<file path="src/core/acsc_pkg.sv">
package acsc_pkg;

    // register indices; byte address is four times the index
    localparam logic [29:0] ACSC_IDX_AUX_ONE  = 30'h0000_00f8;
    localparam logic [29:0] ACSC_IDX_AUX_TWO  = 30'h0000_00f7;
    localparam logic [29:0] ACSC_IDX_BG_TRIM  = 30'h0000_1ffb;
    localparam logic [29:0] ACSC_IDX_OSC_TRIM = 30'h0000_1ffd;
    localparam logic [29:0] ACSC_IDX_CODE_PROTECT_CFG = 30'h0000_1fff;
    localparam logic [29:0] ACSC_IDX_INT_STAT = 30'h0000_0100;
    localparam logic [29:0] ACSC_IDX_INT_CLR  = 30'h0000_0101;
    localparam logic [29:0] ACSC_IDX_INT_EN   = 30'h0000_0102;

    // slots of the configuration word store
    localparam logic [1:0] ACSC_CFG_BG   = 2'h0;
    localparam logic [1:0] ACSC_CFG_OSC  = 2'h1;
    localparam logic [1:0] ACSC_CFG_CODE_PROTECT = 2'h2;

    // aux_control_one fields
    localparam int ACSC_A1_WDT_CLR   = 7;
    localparam int ACSC_A1_TM3_CLR   = 6;
    localparam int ACSC_A1_REF_FORCE = 5;
    localparam int ACSC_A1_CONV      = 4;
    localparam int ACSC_A1_PWM0      = 3;
    localparam int ACSC_A1_PWMG      = 2;
    localparam int ACSC_A1_POINTER_SELECT     = 0;
    localparam logic [7:0] ACSC_A1_RST  = 8'h0c;
    localparam logic [7:0] ACSC_A1_MASK = 8'hfd;

    // aux_control_two fields
    localparam int ACSC_A2_WDT_HI  = 7;
    localparam int ACSC_A2_WDT_LO  = 6;
    localparam int ACSC_A2_LOW_POWER_SAVING  = 5;
    localparam int ACSC_A2_REFOUT  = 4;
    localparam int ACSC_A2_LONG_DIVIDE_SEL   = 3;
    localparam int ACSC_A2_GUARD_HI = 2;
    localparam int ACSC_A2_GUARD_LO = 1;
    localparam int ACSC_A2_WIDE    = 0;
    localparam logic [7:0] ACSC_A2_RST = 8'h06;

    // protect_reset_config_word fields, bits 1..0 carry no function
    localparam int ACSC_PC_CODE_PROTECT   = 7;
    localparam int ACSC_PC_PINRST = 6;
    localparam int ACSC_PC_UVR_HI = 5;
    localparam int ACSC_PC_UVR_LO = 2;
    localparam logic [7:0] ACSC_CFG_RST = 8'h00;

    localparam logic [3:0] ACSC_REF_PIN_CHAN = 4'hc;
    localparam logic [1:0] ACSC_WDT_ALWAYS   = 2'h3;
    localparam logic [1:0] ACSC_WDT_RUNONLY  = 2'h2;

    // interrupt status bits
    localparam int ACSC_INT_GUARD = 0;
    localparam int ACSC_INT_CONV  = 1;
    localparam int ACSC_INT_W     = 2;

    // program guard times
    localparam int ACSC_CLK_PERIOD_NS = 100;
    localparam int ACSC_GUARD1_US = 1600;
    localparam int ACSC_GUARD2_US = 3200;
    localparam int ACSC_GUARD3_US = 12800;
    localparam int ACSC_GUARD1_CYC = ACSC_GUARD1_US * 1000
                                     / ACSC_CLK_PERIOD_NS;
    localparam int ACSC_GUARD2_CYC = ACSC_GUARD2_US * 1000
                                     / ACSC_CLK_PERIOD_NS;
    localparam int ACSC_GUARD3_CYC = ACSC_GUARD3_US * 1000
                                     / ACSC_CLK_PERIOD_NS;
    localparam int ACSC_GUARD_W = 17;

    typedef enum logic [2:0] {
        ACSC_PM_FAST = 3'b000,
        ACSC_PM_SLOW = 3'b001,
        ACSC_PM_IDLE = 3'b010,
        ACSC_PM_HALT = 3'b011,
        ACSC_PM_STOP = 3'b100
    } acsc_pmode_e;

    typedef enum logic [1:0] {
        ACSC_BUS_IDLE = 2'b00,
        ACSC_BUS_DATA = 2'b01
    } acsc_bus_e;

endpackage : acsc_pkg

</file>
<file path="src/core/acsc_cfg_mem.sv">
`timescale 1ns/1ps

// configuration word store; read data leave through a register
module acsc_cfg_mem (
    // clock and reset
    input  wire logic       clk,
    input  wire logic       rst_n,
    // load port
    input  wire logic       we,
    input  wire logic [1:0] waddr,
    input  wire logic [7:0] wdata,
    // read port
    input  wire logic [1:0] raddr,
    output logic      [7:0] rdata
);
    import acsc_pkg::*;

    logic [7:0] mem_r [4];

    always_ff @(posedge clk or negedge rst_n) begin
        if (!rst_n) begin
            for (int i = 0; i < 4; i++) begin
                mem_r[i] <= ACSC_CFG_RST;
            end
            rdata <= ACSC_CFG_RST;
        end else begin
            if (we) begin
                mem_r[waddr] <= wdata;
            end
            rdata <= mem_r[raddr];
        end
    end

endmodule : acsc_cfg_mem

</file>
<file path="src/core/acsc_top.sv">
`timescale 1ns/1ps

module acsc_top #(
    parameter int GUARD1_CYC = acsc_pkg::ACSC_GUARD1_CYC,
    parameter int GUARD2_CYC = acsc_pkg::ACSC_GUARD2_CYC,
    parameter int GUARD3_CYC = acsc_pkg::ACSC_GUARD3_CYC
) (
    // ahb-lite slave
    input  wire logic        hclk,
    input  wire logic        hresetn,
    input  wire logic        hsel,
    input  wire logic [31:0] haddr,
    input  wire logic [1:0]  htrans,
    input  wire logic        hwrite,
    input  wire logic [2:0]  hsize,
    input  wire logic [31:0] hwdata,
    input  wire logic        hready,
    output logic      [31:0] hrdata,
    output logic             hreadyout,
    output logic             hresp,
    // system state
    input  wire acsc_pkg::acsc_pmode_e power_mode,
    input  wire logic [3:0]  adc_channel_sel,
    input  wire logic        adc_conv_done,
    input  wire logic        ref_auto_req,
    input  wire logic        prog_write_busy,
    // configuration load from flash
    input  wire logic        cfg_load,
    input  wire logic [1:0]  cfg_load_sel,
    input  wire logic [7:0]  cfg_load_data,
    // control outputs
    output logic             watchdog_enable,
    output logic             watchdog_clear,
    output logic             timer_three_clear,
    output logic             low_power_saving,
    output logic             reference_pin_output,
    output logic             reference_enable,
    output logic             conversion_start,
    output logic             pwm_zero_hold,
    output logic             pwm_group_hold,
    output logic             pointer_select,
    output logic             wide_muldiv_sel,
    output logic             long_divide_sel,
    output logic             program_guard_timeout,
    // configuration outputs
    output logic             code_protect,
    output logic             pin_reset_enable,
    output logic      [3:0]  undervoltage_reset_sel,
    output logic      [6:0]  osc_trim,
    output logic      [4:0]  reference_trim,
    // interrupt
    output logic             irq
);
    import acsc_pkg::*;

    function automatic logic hit(input logic [29:0] a,
                                 input logic [29:0] idx);
        hit = (a == idx);
    endfunction : hit

    function automatic logic sleeping(input acsc_pmode_e m);
        sleeping = (m == ACSC_PM_IDLE) || (m == ACSC_PM_HALT)
                   || (m == ACSC_PM_STOP);
    endfunction : sleeping

    acsc_bus_e   bus_r;
    acsc_bus_e   bus_nxt;
    logic [29:0] addr_r;
    logic        wr_r;
    logic [7:0]  aux_control_one_r;
    logic [7:0]  aux_control_one_nxt;
    logic [7:0]  aux_control_two_r;
    logic [7:0]  aux_control_two_nxt;
    logic [ACSC_INT_W-1:0] stat_r;
    logic [ACSC_INT_W-1:0] stat_nxt;
    logic [ACSC_INT_W-1:0] en_r;
    logic [ACSC_GUARD_W-1:0] guard_cnt_r;
    logic        guard_fired_r;
    logic [7:0]  cfg_rdata;

    // bus decode
    wire         accept   = hsel && htrans[1] && hready
                            && (bus_r == ACSC_BUS_IDLE);
    wire [29:0]  acc_idx  = haddr[31:2];
    wire         do_wr    = (bus_r == ACSC_BUS_DATA) && wr_r;
    wire         do_rd    = (bus_r == ACSC_BUS_DATA) && !wr_r;
    wire         wr_aux_control_one  = do_wr && hit(addr_r, ACSC_IDX_AUX_ONE);
    wire         wr_aux_control_two  = do_wr && hit(addr_r, ACSC_IDX_AUX_TWO);
    wire         wr_clr   = do_wr && hit(addr_r, ACSC_IDX_INT_CLR);
    wire         wr_en    = do_wr && hit(addr_r, ACSC_IDX_INT_EN);
    wire         rd_cfg   = hit(addr_r, ACSC_IDX_BG_TRIM)
                            || hit(addr_r, ACSC_IDX_OSC_TRIM)
                            || hit(addr_r, ACSC_IDX_CODE_PROTECT_CFG);
    wire [1:0]   cfg_raddr = hit(acc_idx, ACSC_IDX_OSC_TRIM) ? ACSC_CFG_OSC
                           : hit(acc_idx, ACSC_IDX_CODE_PROTECT_CFG)
                             ? ACSC_CFG_CODE_PROTECT : ACSC_CFG_BG;
    wire [7:0]   wbyte    = hwdata[7:0];

    // read data select; unmapped reads return zero
    wire [7:0]   rd_byte  =
          hit(addr_r, ACSC_IDX_AUX_ONE)  ? aux_control_one_r
        : hit(addr_r, ACSC_IDX_AUX_TWO)  ? aux_control_two_r
        : hit(addr_r, ACSC_IDX_INT_STAT)
          ? {{(8-ACSC_INT_W){1'b0}}, stat_r}
        : hit(addr_r, ACSC_IDX_INT_EN)
          ? {{(8-ACSC_INT_W){1'b0}}, en_r}
        : rd_cfg ? cfg_rdata : 8'h00;

    // watchdog mode decode
    wire [1:0]   wdt_mode = aux_control_two_r[ACSC_A2_WDT_HI:ACSC_A2_WDT_LO];
    wire         wdt_on   = (wdt_mode == ACSC_WDT_ALWAYS)
                            || ((wdt_mode == ACSC_WDT_RUNONLY)
                                && !sleeping(power_mode));

    // program guard limit select
    wire [1:0]   guard_sel = aux_control_two_r[ACSC_A2_GUARD_HI:ACSC_A2_GUARD_LO];
    wire [ACSC_GUARD_W-1:0] guard_lim =
          (guard_sel == 2'h1) ? ACSC_GUARD_W'(GUARD1_CYC - 1)
        : (guard_sel == 2'h2) ? ACSC_GUARD_W'(GUARD2_CYC - 1)
        : ACSC_GUARD_W'(GUARD3_CYC - 1);
    wire         guard_run = prog_write_busy && (guard_sel != 2'h0)
                             && !guard_fired_r;
    wire         guard_hit = guard_run && (guard_cnt_r == guard_lim);

    // aux_control_one next value
    always_comb begin
        aux_control_one_nxt = aux_control_one_r;
        // strobe bits live one cycle only
        aux_control_one_nxt[ACSC_A1_WDT_CLR] = 1'b0;
        aux_control_one_nxt[ACSC_A1_TM3_CLR] = 1'b0;
        if (adc_conv_done) begin
            aux_control_one_nxt[ACSC_A1_CONV] = 1'b0;
        end
        if (wr_aux_control_one) begin
            // a fresh start write wins over an ending conversion
            aux_control_one_nxt = wbyte & ACSC_A1_MASK;
        end
    end

    assign aux_control_two_nxt = wr_aux_control_two ? wbyte : aux_control_two_r;

    // sticky events; a new event wins over a clear in the same cycle
    always_comb begin
        stat_nxt = stat_r;
        if (wr_clr) begin
            stat_nxt = stat_r & ~wbyte[ACSC_INT_W-1:0];
        end
        if (guard_hit) begin
            stat_nxt[ACSC_INT_GUARD] = 1'b1;
        end
        if (adc_conv_done && aux_control_one_r[ACSC_A1_CONV]) begin
            stat_nxt[ACSC_INT_CONV] = 1'b1;
        end
    end

    always_comb begin
        case (bus_r)
            ACSC_BUS_IDLE: bus_nxt = accept ? ACSC_BUS_DATA
                                            : ACSC_BUS_IDLE;
            ACSC_BUS_DATA: bus_nxt = ACSC_BUS_IDLE;
            default:       bus_nxt = ACSC_BUS_IDLE;
        endcase
    end

    // bus slave: one wait state on every transfer
    always_ff @(posedge hclk or negedge hresetn) begin
        if (!hresetn) begin
            bus_r     <= ACSC_BUS_IDLE;
            addr_r    <= 30'h0;
            wr_r      <= 1'b0;
            hreadyout <= 1'b1;
            hrdata    <= 32'h0;
            hresp     <= 1'b0;
        end else begin
            bus_r     <= bus_nxt;
            hreadyout <= !accept;
            hresp     <= 1'b0;
            if (accept) begin
                addr_r <= acc_idx;
                wr_r   <= hwrite;
            end
            if (do_rd) begin
                hrdata <= {24'h0, rd_byte};
            end
        end
    end

    always_ff @(posedge hclk or negedge hresetn) begin
        if (!hresetn) begin
            aux_control_one_r <= ACSC_A1_RST;
            aux_control_two_r <= ACSC_A2_RST;
            stat_r <= '0;
            en_r   <= '0;
            irq    <= 1'b0;
        end else begin
            aux_control_one_r <= aux_control_one_nxt;
            aux_control_two_r <= aux_control_two_nxt;
            stat_r <= stat_nxt;
            if (wr_en) begin
                en_r <= wbyte[ACSC_INT_W-1:0];
            end
            irq    <= |(stat_nxt & en_r);
        end
    end

    // program guard counter, restarts with every new write
    always_ff @(posedge hclk or negedge hresetn) begin
        if (!hresetn) begin
            guard_cnt_r           <= '0;
            guard_fired_r         <= 1'b0;
            program_guard_timeout <= 1'b0;
        end else begin
            program_guard_timeout <= guard_hit;
            if (!prog_write_busy || guard_sel == 2'h0) begin
                guard_cnt_r   <= '0;
                guard_fired_r <= 1'b0;
            end else if (guard_hit) begin
                guard_fired_r <= 1'b1;
            end else if (guard_run) begin
                guard_cnt_r <= guard_cnt_r + 1'b1;
            end
        end
    end

    // control outputs, all registered
    always_ff @(posedge hclk or negedge hresetn) begin
        if (!hresetn) begin
            watchdog_enable      <= 1'b0;
            watchdog_clear       <= 1'b0;
            timer_three_clear    <= 1'b0;
            low_power_saving     <= 1'b0;
            reference_pin_output <= 1'b0;
            reference_enable     <= 1'b0;
            conversion_start     <= 1'b0;
            pwm_zero_hold        <= 1'b1;
            pwm_group_hold       <= 1'b1;
            pointer_select       <= 1'b0;
            wide_muldiv_sel      <= 1'b0;
            long_divide_sel      <= 1'b0;
        end else begin
            watchdog_enable   <= wdt_on;
            watchdog_clear    <= aux_control_one_nxt[ACSC_A1_WDT_CLR];
            timer_three_clear <= aux_control_one_nxt[ACSC_A1_TM3_CLR];
            low_power_saving  <= aux_control_two_nxt[ACSC_A2_LOW_POWER_SAVING]
                                 && sleeping(power_mode);
            reference_pin_output <= aux_control_two_nxt[ACSC_A2_REFOUT]
                && (adc_channel_sel == ACSC_REF_PIN_CHAN);
            // forcing never holds the reference on while asleep
            reference_enable <= aux_control_one_nxt[ACSC_A1_REF_FORCE]
                                ? !sleeping(power_mode)
                                : ref_auto_req;
            conversion_start <= aux_control_one_nxt[ACSC_A1_CONV];
            pwm_zero_hold    <= aux_control_one_nxt[ACSC_A1_PWM0];
            pwm_group_hold   <= aux_control_one_nxt[ACSC_A1_PWMG];
            pointer_select   <= aux_control_one_nxt[ACSC_A1_POINTER_SELECT];
            wide_muldiv_sel  <= aux_control_two_nxt[ACSC_A2_WIDE];
            long_divide_sel  <= aux_control_two_nxt[ACSC_A2_WIDE]
                                && aux_control_two_nxt[ACSC_A2_LONG_DIVIDE_SEL];
        end
    end

    // configuration fields captured as the flash loader writes them
    always_ff @(posedge hclk or negedge hresetn) begin
        if (!hresetn) begin
            code_protect           <= 1'b0;
            pin_reset_enable       <= 1'b0;
            undervoltage_reset_sel <= 4'h0;
            osc_trim               <= 7'h00;
            reference_trim         <= 5'h00;
        end else if (cfg_load) begin
            case (cfg_load_sel)
                ACSC_CFG_CODE_PROTECT: begin
                    code_protect <= cfg_load_data[ACSC_PC_CODE_PROTECT];
                    pin_reset_enable <=
                        cfg_load_data[ACSC_PC_PINRST];
                    undervoltage_reset_sel <= cfg_load_data[
                        ACSC_PC_UVR_HI:ACSC_PC_UVR_LO];
                    // bits 1..0 are kept in the store only
                end
                ACSC_CFG_OSC: begin
                    osc_trim <= cfg_load_data[6:0];
                end
                ACSC_CFG_BG: begin
                    reference_trim <= cfg_load_data[4:0];
                end
                default: begin
                    osc_trim <= osc_trim;
                end
            endcase
        end
    end

    acsc_cfg_mem u_cfg_mem (
        .clk   (hclk),
        .rst_n (hresetn),
        .we    (cfg_load),
        .waddr (cfg_load_sel),
        .wdata (cfg_load_data),
        .raddr (cfg_raddr),
        .rdata (cfg_rdata)
    );

endmodule : acsc_top

</file>
<file path="config.mk">
export PLATFORM = sky130hd
export DESIGN_NAME = acsc_top
export DESIGN_NICKNAME = d
export VERILOG_FILES = /design/src/core/acsc_pkg.sv /design/src/core/acsc_cfg_mem.sv /design/src/core/acsc_top.sv
export SDC_FILE = /design/constraint.sdc
export NUM_CORES = 1
export LEC_CHECK = 0
export ABC_AREA = 1
export BUFFER_PORTS_ARGS = -buffer_cell sky130_fd_sc_hd__buf_2
export CAP_MARGIN = 20
export CORE_AREA = 5 5 149 151
export CTS_CLUSTER_DIAMETER = 100
export DETAILED_ROUTE_END_ITERATION = 7
export DIE_AREA = 0 0 154 156
export SLEW_MARGIN = 20
export SYNTH_ARGS = -nofsm -noshare
export SYNTH_HDL_FRONTEND = slang
export SYNTH_SLANG_ARGS = --single-unit
</file>
<file path="constraint.sdc">
create_clock -name hclk -period 2.5 [get_ports hclk]
set_clock_uncertainty 0.15 [all_clocks]
set_input_delay 0.25 -clock hclk [delete_from_list [all_inputs] [get_ports hclk]]
set_output_delay 0.25 -clock hclk [all_outputs]
set_load 0.005 [all_outputs]
</file>
==> impl_metrics.json <==
{
  "seqPwrFrac": 0.421,
  "avgSynthCellArea_um2": 8.02,
  "clkSinkCount": 117,
  "min_path_type": "in2reg",
  "ys_types": 44,
  "cp.required_ns": 2.66,
  "gp_congestion": 0.834,
  "drcViolationCount": 0,
  "core_um2": 20700,
  "cts_root_buf": "clkbuf_16",
  "vias": 5216,
  "place_area_um2": 6750,
  "met3_usage": 0.0255,
  "grt_use_met1": 0.175,
  "hold_depth": 3,
  "r2r_cells": 11,
  "worst-path-max-fanout": 6,
  "pre_cts_ws_ns": 0.307,
  "max_freq_ghz": 0.422,
  "leakage_nw": 4.13,
  "grt_use_total": 0.132,
  "pwr-share-comb": 0.112,
  "insertion_delay_ns": 0.42,
  "synth-edff-count": 0,
  "via_per_inst": 4.32,
  "die_w_um": 154,
  "grt_pass1_vias": 5129,
  "layout.nets": 1018,
  "final_hold_viol_count": 0,
  "internal_power_mw": 3.82,
  "power_mw": 5.25,
  "final_cell_mix": "212 x nand2_1, 112 x dfrtp_1, 104 x buf_2",
  "post-route-period-util": 0.949,
  "critPathArrivalTime_ns": 2.53,
  "cts_buffers": 17,
  "htree_levels": 4,
  "critPathCaptureType": "register",
  "syn_inst": 761,
  "final_max_slew_viol_count": 0,
  "fin_area_um2": 7930,
  "swShare": 0.271,
  "ys_ff_latch": 117,
  "clkTransAtPathRegs_ns": 0.06,
  "yosysWarnings": 0,
  "max-cap-violations": 0,
  "grt-ovfl-total": 0,
  "use_met2": 0.214,
  "area_delta_synth_final_pct": 29.9,
  "worstSetupStartpointType": "register",
  "cts_buffer_depth": 2,
  "io_buffers": 105,
  "synth_area_leaders": "dfrtp_1 46%, nand2_1 13%, nand3_1 5.5%",
  "ys_seq_area_frac": 0.481,
  "setup_ws_ns": 0.128,
  "dp_hpwl_um": 11100,
  "antenna_found_initial": 0,
  "r2r_start": "addr_r[23]",
  "ir_drop_mv": 0.458,
  "syn_area_um2": 6100,
  "start_util": 0.295,
  "clkPwrFrac": 0.466,
  "mostFrequentLayoutCell": "nand2_1",
  "first_iter_violations": 312,
  "p_per_area_nw_per_um2": 662,
  "synth_top_area_frac": 0.459,
  "ant_nets": 0,
  "cp-startpoint": "addr_r[23]",
  "holdCritStartpoint": "cfg_load_data[4]",
  "wl_per_cell_um": 12.9,
  "drive_gt1_frac": 0.206,
  "grt_max_degree": 118,
  "max_slew.worst_pin.slew_ns": 0.648,
  "synthFlopType": "dfrtp_1",
  "die_area_um2": 24000,
  "period_needed_ns": 2.37,
  "crit_type": "reg2reg",
  "relSlewSlack": 0.568,
  "cts_tree": "built",
  "grt_pass1_wl_um": 25800,
  "num_antenna_cells": 0,
  "setup_viol": 0,
  "first_pass_iters": 4,
  "die_h_um": 156,
  "status": "finished clean",
  "ios": 161,
  "async_flop_share": 1.00,
  "busiest_layer": "met2",
  "yosys.area.top_type": "dfrtp_1",
  "p_sw_mw": 1.42,
  "rows": 53,
  "totalWireLength_um": 15600
}
-- synthesized netlist by cell type, types with 4 or more instances --
cell type and instances:
o211ai_2 4, a21oi_1 4, ha_1 4, nand4_1 12
nand2_1 212, inv_1 88, dfrtp_1 112, o21ai_1 7
nor2_4 4, or2_0 4, nand3_1 67, nor2_1 50
buf_4 44, o31ai_1 6, o21ai_0 62, nor3_1 12
xor2_1 8, dfstp_2 5, inv_2 4, clkbuf_1 9
-- cells by family after synthesis --
| group | count (synthesis) | synth area share |
|---|---|---|
| adders and majority gates | 4 | 0.00820 |
| DFF | 117 | 0.481 |
| other | 1 | 0.000615 |
| muxes | 2 | 0.00369 |
| buffers and inverters | 152 | 0.123 |
| AOI/OAI and AO/OA | 91 | 0.0861 |
| and+or+nand+nor | 384 | 0.284 |
| xor gates and xnor gates | 10 | 0.0144 |
-- per-layer routing --
metal	share of wire	routed length, um
met1	0.46	7150
met2	0.49	7660
met3	0.028	443
met4	0.019	294
met5	0	0
-- worst paths after layout --
check	to	slack, ns
max	reference_enable	0.13
min reg2reg	hrdata[1]	0.33
min in group asynchronous	aux_control_one_r[7]	0.32
max reg2reg	reference_enable	0.13
min	reference_trim[4]	0.01
max in group asynchronous	addr_r[11]	1.40
-- per-stage QoR --
step	instances	setup TNS, ns	utilization	hold slack, ns
2_1_floorplan	785	0	-	-0.196
3_3_place_gp	1116	0	0.326	0.255
3_5_place_dp	1116	0	0.326	0.255
4_1_cts	1201	0	0.381	0.00555
5_1_grt	1207	-0.0123	0.383	0.0174
6_report	1207	0	0.383	0.0105
-- state kept, by name, indices dropped and copies added (netlist names), 2 cells and up --
name               flops
aux_control_one_r      7
u_cfg_mem.rdata        8
addr_r                30
aux_control_two_r      8
guard_cnt_r           17
u_cfg_mem.mem_r       19
en_r                   2
hrdata                 8
stat_r                 2
reference_trim         5
-- cell type report --
type,instances,area (um^2)
Clock inverter,15,168
Multi-Input combinational cell,516,2520
Sequential cell,117,2930
Timing Repair Buffer,174,1190
Tap cell,275,344
Clock buffer,17,425
Inverter,93,349
Fill cell,2123,12800
-- worst max-delay path: stages, from the launching register on --
cell and delay (ns):
dfrtp_1 0.38, nor2_1 0.11, nand2_1 0.08, nor2_1 0.13, nand2_2 0.13, nor3_4 0.30, nand2_4 0.12, nand2_1 0.12
o21ai_4 0.08, nand2_1 0.07, dlygate4sd3_1 0.55, o21ai_1 0.06
-- power groups by stage --
stage	Sequential [mW]	Combinational (mW)	Clock, mW
finish	2.21	0.590	2.45
global route	2.23	0.688	2.59
CTS	2.21	0.600	2.50
detailed placement	2.24	0.534	0
global placement	2.24	0.522	0
floorplan	2.21	0.393	0
-- repair_timing --
item | CTS | global route
hold endpoints to repair | 180 | 0
gates resized for setup | 0 | 1
hold buffers | 53 | 0
buffers inserted | 0 | 6
setup endpoints to repair | 0 | 1
Power figures use the tool's default switching activity.
